$ cat src/hdl/hpdp_pkg.sv
// Package: register map, field positions and constants of the port-disable/power bank
package hpdp_pkg;
    localparam int unsigned    HPDP_ADDR_W       = 12;
    localparam int unsigned    HPDP_PORTS        = 2;
    // Register indices as printed; byte address is four times the index
    localparam logic [7:0]     IDX_PORT_OFF_BP   = 8'h0B;
    localparam logic [7:0]     IDX_SELF_POWERED_POWER_VALUE    = 8'h0C;
    localparam logic [7:0]     IDX_BUS_POWERED_POWER_VALUE    = 8'h0D;
    localparam logic [7:0]     IDX_CTRL_CUR_SP   = 8'h0E;
    localparam logic [7:0]     IDX_MODE_CTRL     = 8'h20;
    localparam logic [7:0]     IDX_PORT_STATUS   = 8'h21;
    localparam logic [11:0]    ADDR_PORT_OFF_BP  = {2'h0, IDX_PORT_OFF_BP, 2'h0};
    localparam logic [11:0]    ADDR_SELF_POWERED_POWER_VALUE   = {2'h0, IDX_SELF_POWERED_POWER_VALUE, 2'h0};
    localparam logic [11:0]    ADDR_BUS_POWERED_POWER_VALUE   = {2'h0, IDX_BUS_POWERED_POWER_VALUE, 2'h0};
    localparam logic [11:0]    ADDR_CTRL_CUR_SP  = {2'h0, IDX_CTRL_CUR_SP, 2'h0};
    localparam logic [11:0]    ADDR_MODE_CTRL    = {2'h0, IDX_MODE_CTRL, 2'h0};
    localparam logic [11:0]    ADDR_PORT_STATUS  = {2'h0, IDX_PORT_STATUS, 2'h0};
    // Reset values
    localparam logic [7:0]     RST_BYTE          = 8'h00;
    localparam logic [2:0]     RST_MODE          = 3'h0;
    // All ports on and numbered in order until the bank is configured
    localparam logic [1:0]     RST_PORT_EN       = 2'h3;
    localparam logic [1:0]     RST_PORT_COUNT    = 2'h2;
    localparam logic [1:0]     RST_NUM_PORT1     = 2'h1;
    localparam logic [1:0]     RST_NUM_PORT2     = 2'h2;
    // Port-disable mask: bit 1 is port 1, bit 2 is port 2
    localparam int unsigned    BIT_PORT1         = 1;
    localparam int unsigned    BIT_PORT2         = 2;
    // Mode control fields
    localparam int unsigned    BIT_REMAP_EN      = 0;
    localparam int unsigned    BIT_DEFAULT_CFG   = 1;
    localparam int unsigned    BIT_BUS_POWERED   = 2;
    // Status fields
    localparam int unsigned    LSB_STAT_EN       = 0;
    localparam int unsigned    LSB_STAT_COUNT    = 2;
    localparam int unsigned    LSB_STAT_LOG1     = 4;
    localparam int unsigned    LSB_STAT_LOG2     = 6;
    // Units
    localparam int unsigned    POWER_UNIT_MA     = 2;
    localparam int unsigned    POWER_LIMIT_MA    = 100;
    localparam logic [7:0]     POWER_LIMIT_CODE  = 8'(POWER_LIMIT_MA / POWER_UNIT_MA);
endpackage

$ cat src/hdl/hpdp_bank.sv
// Port-disable and power configuration bank with APB slave and port enable logic
`timescale 1ns/1ps
module hpdp_bank
    import hpdp_pkg::*;
(
    input  wire logic                   ref_clk,
    input  wire logic                   rst_n,
    input  wire logic                   psel,
    input  wire logic                   penable,
    input  wire logic                   pwrite,
    input  wire logic [HPDP_ADDR_W-1:0] paddr,
    input  wire logic [31:0]            pwdata,
    input  wire logic [3:0]             pstrb,
    output logic      [31:0]            prdata,
    output logic                        pready,
    output logic                        pslverr,
    input  wire logic [1:0]             port_off_strap_pins,
    input  wire logic [3:0]             port_remap_map,
    output logic      [1:0]             port_enable,
    output logic      [1:0]             enabled_port_count,
    output logic      [1:0]             port1_number,
    output logic      [1:0]             port2_number,
    output logic      [7:0]             self_powered_power_value,
    output logic      [7:0]             bus_powered_power_value,
    output logic      [7:0]             controller_self_powered_current_value
);
    logic [7:0]  bus_powered_port_off_bits_ff;
    logic [7:0]  nxt_bus_powered_port_off_bits;
    logic [7:0]  max_sp_ff;
    logic [7:0]  nxt_max_sp;
    logic [7:0]  max_bp_ff;
    logic [7:0]  nxt_max_bp;
    logic [7:0]  ctrl_cur_ff;
    logic [7:0]  nxt_ctrl_cur;
    logic [2:0]  mode_ff;
    logic [2:0]  nxt_mode;
    logic [31:0] prdata_ff;
    logic [31:0] nxt_prdata;
    logic        pready_ff;
    logic        nxt_pready;
    logic        pslverr_ff;
    logic        nxt_pslverr;
    logic [1:0]  port_enable_ff;
    logic [1:0]  nxt_port_enable;
    logic [1:0]  count_ff;
    logic [1:0]  nxt_count;
    logic [1:0]  num1_ff;
    logic [1:0]  nxt_num1;
    logic [1:0]  num2_ff;
    logic [1:0]  nxt_num2;
    logic [1:0]  off_sel;
    logic [1:0]  slot_en;
    logic [1:0]  slot_num1;
    logic [1:0]  slot_num2;
    logic        access;
    logic        commit;
    logic        hit;
    logic [7:0]  wbyte;

    // Access marks the first access-phase cycle; the transfer completes one cycle later
    assign access = psel & penable & ~pready_ff;
    // Write lands on the edge where the master sees pready high
    assign commit = psel & penable & pready_ff & pwrite & pstrb[0];
    assign wbyte  = pstrb[0] ? pwdata[7:0] : 8'h00;

    always_comb begin
        off_sel = {bus_powered_port_off_bits_ff[BIT_PORT2],
                   bus_powered_port_off_bits_ff[BIT_PORT1]};
        if (mode_ff[BIT_DEFAULT_CFG]) begin
            off_sel = port_off_strap_pins;
        end
        // Self-powered mask not in this bank, so only bus-powered mode or the default-config straps mask
        if (!mode_ff[BIT_BUS_POWERED] && !mode_ff[BIT_DEFAULT_CFG]) begin
            off_sel = 2'h0;
        end
    end

    hpdp_port_slot u_slot1 (
        .disabled    (off_sel[0]),
        .lower_count (2'h0),
        .enabled     (slot_en[0]),
        .logical_num (slot_num1)
    );

    hpdp_port_slot u_slot2 (
        .disabled    (off_sel[1]),
        .lower_count ({1'b0, slot_en[0]}),
        .enabled     (slot_en[1]),
        .logical_num (slot_num2)
    );

    always_comb begin
        nxt_port_enable = slot_en;
        nxt_count       = 2'({1'b0, slot_en[0]} + {1'b0, slot_en[1]});
        nxt_num1        = slot_num1;
        nxt_num2        = slot_num2;
        if (mode_ff[BIT_REMAP_EN]) begin
            // Remap register owns numbering; zero number means port off
            nxt_num1        = port_remap_map[1:0];
            nxt_num2        = port_remap_map[3:2];
            nxt_port_enable = {|port_remap_map[3:2], |port_remap_map[1:0]};
            nxt_count       = 2'({1'b0, nxt_port_enable[0]} + {1'b0, nxt_port_enable[1]});
        end
    end

    // Read data and error are prepared in the first access cycle
    always_comb begin
        nxt_prdata   = prdata_ff;
        nxt_pready   = 1'b0;
        nxt_pslverr  = 1'b0;
        hit          = 1'b1;
        if (access) begin
            nxt_pready = 1'b1;
            nxt_prdata = 32'h0;
            unique case (paddr)
                ADDR_PORT_OFF_BP: begin
                    nxt_prdata[7:0] = bus_powered_port_off_bits_ff;
                end
                ADDR_SELF_POWERED_POWER_VALUE: begin
                    nxt_prdata[7:0] = max_sp_ff;
                end
                ADDR_BUS_POWERED_POWER_VALUE: begin
                    nxt_prdata[7:0] = max_bp_ff;
                end
                ADDR_CTRL_CUR_SP: begin
                    nxt_prdata[7:0] = ctrl_cur_ff;
                end
                ADDR_MODE_CTRL: begin
                    nxt_prdata[2:0] = mode_ff;
                end
                ADDR_PORT_STATUS: begin
                    nxt_prdata[LSB_STAT_EN+:2]    = port_enable_ff;
                    nxt_prdata[LSB_STAT_COUNT+:2] = count_ff;
                    nxt_prdata[LSB_STAT_LOG1+:2]  = num1_ff;
                    nxt_prdata[LSB_STAT_LOG2+:2]  = num2_ff;
                    if (pwrite) begin
                        nxt_pslverr = 1'b1;
                    end
                end
                default: begin
                    hit = 1'b0;
                end
            endcase
            if (!hit) begin
                nxt_pslverr = 1'b1;
            end
        end
    end

    // Register updates wait for the completing edge, so a held request writes once
    always_comb begin
        nxt_bus_powered_port_off_bits = bus_powered_port_off_bits_ff;
        nxt_max_sp   = max_sp_ff;
        nxt_max_bp   = max_bp_ff;
        nxt_ctrl_cur = ctrl_cur_ff;
        nxt_mode     = mode_ff;
        if (commit) begin
            unique case (paddr)
                ADDR_PORT_OFF_BP: begin
                    nxt_bus_powered_port_off_bits = wbyte;
                end
                ADDR_SELF_POWERED_POWER_VALUE: begin
                    nxt_max_sp = wbyte;
                end
                ADDR_BUS_POWERED_POWER_VALUE: begin
                    nxt_max_bp = wbyte;
                end
                ADDR_CTRL_CUR_SP: begin
                    nxt_ctrl_cur = wbyte;
                end
                ADDR_MODE_CTRL: begin
                    nxt_mode = wbyte[2:0];
                end
                default: begin
                    // Status and unmapped writes are refused with pslverr
                    nxt_mode = mode_ff;
                end
            endcase
        end
    end

    always_ff @(posedge ref_clk or negedge rst_n) begin
        if (!rst_n) begin
            bus_powered_port_off_bits_ff <= RST_BYTE;
            max_sp_ff      <= RST_BYTE;
            max_bp_ff      <= RST_BYTE;
            ctrl_cur_ff    <= RST_BYTE;
            mode_ff        <= RST_MODE;
            prdata_ff      <= 32'h0;
            pready_ff      <= 1'b0;
            pslverr_ff     <= 1'b0;
            port_enable_ff <= RST_PORT_EN;
            count_ff       <= RST_PORT_COUNT;
            num1_ff        <= RST_NUM_PORT1;
            num2_ff        <= RST_NUM_PORT2;
        end else begin
            bus_powered_port_off_bits_ff <= nxt_bus_powered_port_off_bits;
            max_sp_ff      <= nxt_max_sp;
            max_bp_ff      <= nxt_max_bp;
            ctrl_cur_ff    <= nxt_ctrl_cur;
            mode_ff        <= nxt_mode;
            prdata_ff      <= nxt_prdata;
            pready_ff      <= nxt_pready;
            pslverr_ff     <= nxt_pslverr;
            port_enable_ff <= nxt_port_enable;
            count_ff       <= nxt_count;
            num1_ff        <= nxt_num1;
            num2_ff        <= nxt_num2;
        end
    end

    // No clamp at the 100 mA code: software owns that limit
    assign prdata                                = prdata_ff;
    assign pready                                = pready_ff;
    assign pslverr                               = pslverr_ff;
    assign port_enable                           = port_enable_ff;
    assign enabled_port_count                    = count_ff;
    assign port1_number                          = num1_ff;
    assign port2_number                          = num2_ff;
    assign self_powered_power_value              = max_sp_ff;
    assign bus_powered_power_value               = max_bp_ff;
    assign controller_self_powered_current_value = ctrl_cur_ff;
endmodule

$ cat src/hdl/hpdp_port_slot.sv
// One downstream port: enable and contiguous logical number
`timescale 1ns/1ps
module hpdp_port_slot
    import hpdp_pkg::*;
(
    input  wire logic       disabled,
    input  wire logic [1:0] lower_count,
    output logic            enabled,
    output logic [1:0]      logical_num
);
    always_comb begin
        enabled     = ~disabled;
        // Number follows the enabled ports below it, so numbering stays contiguous
        logical_num = enabled ? 2'(lower_count + 2'h1) : 2'h0;
    end
endmodule

$ cat config.mk
export PLATFORM = sky130hd
export DESIGN_NAME = hpdp_bank
export DESIGN_NICKNAME = d
export VERILOG_FILES = /design/src/hdl/hpdp_pkg.sv /design/src/hdl/hpdp_bank.sv /design/src/hdl/hpdp_port_slot.sv
export SDC_FILE = /design/constraint.sdc
export NUM_CORES = 1
export LEC_CHECK = 0
export BUFFER_PORTS_ARGS = -buffer_cell sky130_fd_sc_hd__buf_2
export CAP_MARGIN = 20
export CORE_ASPECT_RATIO = 2
export CORE_MARGIN = 2
export CORE_UTILIZATION = 28
export CTS_CLUSTER_DIAMETER = 30
export DETAILED_ROUTE_END_ITERATION = 8
export GPL_TIMING_DRIVEN = 0
export HOLD_SLACK_MARGIN = 0.05
export PLACE_DENSITY_LB_ADDON = 0.3
export SLEW_MARGIN = 20
export SYNTH_ARGS = -nofsm -noshare
export SYNTH_HDL_FRONTEND = slang
export SYNTH_SLANG_ARGS = --single-unit
$ cat constraint.sdc
create_clock -name ref_clk -period 3.55 [get_ports ref_clk]
set_clock_uncertainty 0.15 [all_clocks]
set_input_delay 1.065 -clock ref_clk [delete_from_list [all_inputs] [get_ports ref_clk]]
set_output_delay 1.065 -clock ref_clk [all_outputs]
set_load 0.01 [all_outputs]
==> impl_metrics.toml <==
[outcome]
outcome = "completed"

[clocking]
holdBufCountCts = 0
cts_buffers = 5
h-tree-depth = 2
cts_resized = 0
cts.path.max_buffers = 2
cts_sinks = 53
clk_pin_slew_ns = 0.07
clock_latency_ns = 0.29
post_cts.repair.setup_buffers = 0
cts-root-buf = "clkbuf_16"
cts_tree = "built"

[floorplan]
initial_core_util_pct = 29.0
core_mm2 = 0.00976
die_h_um = 146
io_pins = 125
num_rows = 51
dieWidth_um = 75.1
dieArea_mm2 = 0.0110

[place]
portBuffers = 72
dpl.hpwl_mm = 6.15
post-place-ws_ns = 0.338
gp_congestion = 0.791

[global_routing]
overflow = 0
grt_first_pass_wirelength_mm = 11.7
grt_usage_pct = 14.3
first_global_vias = 2203
antenna_found_initial = 0
grt_max_degree = 54

[timing]
fin_setup_tns_ns = 0
max_slew.worst_pin.slew_ns = 0.685
slew_violations = 0
slew-limit-headroom_pct = 54.3
finalHoldViolations = 0
finalSetupViolCount = 0
fin_crit_ns = 2.89
fin_crit_sh_pct = 81.4
fmax_mhz = 346
rsz0062_at_grt = "false"
setup_ws_ns = 0.660

[layout]
most-common-layout-cells = "74 x buf_2, 48 x dfrtp_1, 35 x mux2_2"
area_delta_synth_final_pct = 26.5
drive_gt1_share_pct = 46.1
layout_commonest_cell = "buf_2"
fin_nets = 410
diodes = 0

[synth]
avgSynthCellArea_um2 = 11.5
ys_seq_area_share_pct = 47.1
synth-edff-count = 0
yosys_register_bits = 53
synth_area_leader_cell = "dfrtp_1"
synth_area_mm2 = 0.00283
yosys.area.top_type_share_pct = 42.5
synth_top_cells_by_area = "dfrtp_1 42%, mux2_2 14%, buf_4 6.9%"
ys.flop_type = "dfrtp_1"
yosysWarnings = 0
synth_cells = 246
ys_types = 47
async_flop_share_pct = 100

[route]
viasPerCell = 4.47
ant_nets = 0
drtIter0Drc = 87
routed_wl_mm = 7.71
first_pass_iters = 4
drc_errors = 0
vias = 2149
wire_per_inst_um = 16.0

[setup_path]
setup.worst_path.start_class = "primary input"
critPathArrivalTime_ns = 2.92
cp.required_ns = 3.58
timing.rr.end = "self_powered_power_value[4]"
worstSetupPathType = "in -> reg"
slowest_stage = "and4bb_1"
reg2reg_depth = 4
crit_buf_inv = 3
r2r-start = "pready"
cp_slowest_stage_delay_ns = 0.43
end_kind = "flop"
worstPathMaxFanout = 8
reg2reg_slack_ns = 1.48
path_cells = "buf_2 > and4bb_1 > and3b_1 > clkbuf_1 > nor2b_1 > buf_4 > mux2_2"
crit_family = "simple AND/OR/NAND/NOR gates"

[pwr]
ir_drop_v = 0.000225
p_per_area_mw_per_mm2 = 332
p_leak_uw = 0.00184

[hold_path]
min_delay_path_depth = 2
worstHoldPathType = "reg -> reg"
holdPathEnd = "prdata[1]"
worst_hold_startpoint = "prdata[1]"

[flow_run]
drv_cap = 0
[worst max-delay path by stage]
stage	slack (ns)	to	from	cells after the start
4_1_cts	0.63	controller_self_powered_current_value[1]	paddr[6]	7
3_3_place_gp	0.39	controller_self_powered_current_value[6]	paddr[6]	7
2_1_floorplan	0.86	mode_ff[0]	paddr[4]	4
6_report	0.66	controller_self_powered_current_value[1]	paddr[6]	7
3_5_place_dp	0.34	controller_self_powered_current_value[6]	paddr[6]	7
5_1_grt	0.54	controller_self_powered_current_value[6]	paddr[6]	7
[layer usage]
layer / global-route usage, % / part of all wire [%] / wire, um
met1: 14.3 / 35 / 2730
met2: 27.1 / 56 / 4330
met3: 2.21 / 5.9 / 458
met4: 6.07 / 2.6 / 203
met5: 0 / 0 / 0
[flip-flops by register name, indices dropped and copies added, names as in the netlist, 3 cells and up]
register and cells:
bus_powered_port_off_bits_ff 8, bus_powered_power_value 8, controller_self_powered_current_value 8, prdata 8, self_powered_power_value 8, mode_ff 3
[layout make-up]
class	instances	area, um2
buffer	34	236
clock buffer	8	136
fill	1015	6180
inverter	4	15.0
multi-input combinational	178	1330
sequential	53	1330
tap	132	165
timing repair buffer	72	363
[cells in the mapped netlist, drive strengths merged, types with 4 or more instances]
cell type,instances
dfrtp,48
buf,30
nor3,6
a22oi,7
nand3b,8
clkbuf,4
a21oi,6
a221oi,5
mux2i,7
dfstp,5
mux2,38
o21ai,6
and2,9
nor2,6
or2,4
inv,4
nand2,17
[worst register-to-register path: stages, from the launching register on]
cell     delay, ns
dfrtp_1       0.35
and4_1        0.19
nand4_1       0.26
nor2_2        0.59
mux2_2        0.41
[metrics by stage]
stage / instances / hold slack (ns) / util, % / area (um2) / power (uW)
3_3_place_gp: 473 / 0.311 / 35.2 / 3440 / 731
4_1_cts: 481 / 0.338 / 36.7 / 3580 / 1200
3_5_place_dp: 473 / 0.323 / 35.3 / 3440 / 733
5_1_grt: 481 / 0.369 / 36.7 / 3580 / 1240
2_1_floorplan: 269 / 0.332 / - / 2910 / 686
6_report: 481 / 0.340 / 36.7 / 3580 / 1190
[cell families (layout without fill, tap and decap cells)]
logic type / Yosys count / after routing / share of synthesized area, %
other cells: 1 / 24 / 0.133
buf+inv: 38 / 118 / 8.89
flops: 53 / 53 / 47.1
mux: 45 / 45 / 18.0
simple gates: 70 / 70 / 15.5
fa+ha+maj: 3 / 3 / 1.33
compound gates: 36 / 36 / 8.98
[report_power, final]
| part | switching [uW] | internal [uW] | total, uW |
|---|---|---|---|
| Sequential | 0.890 | 606 | 607 |
| Clock | 204 | 263 | 467 |
| Combinational | 66.2 | 48.9 | 115 |
Power figures use the tool's default switching activity.
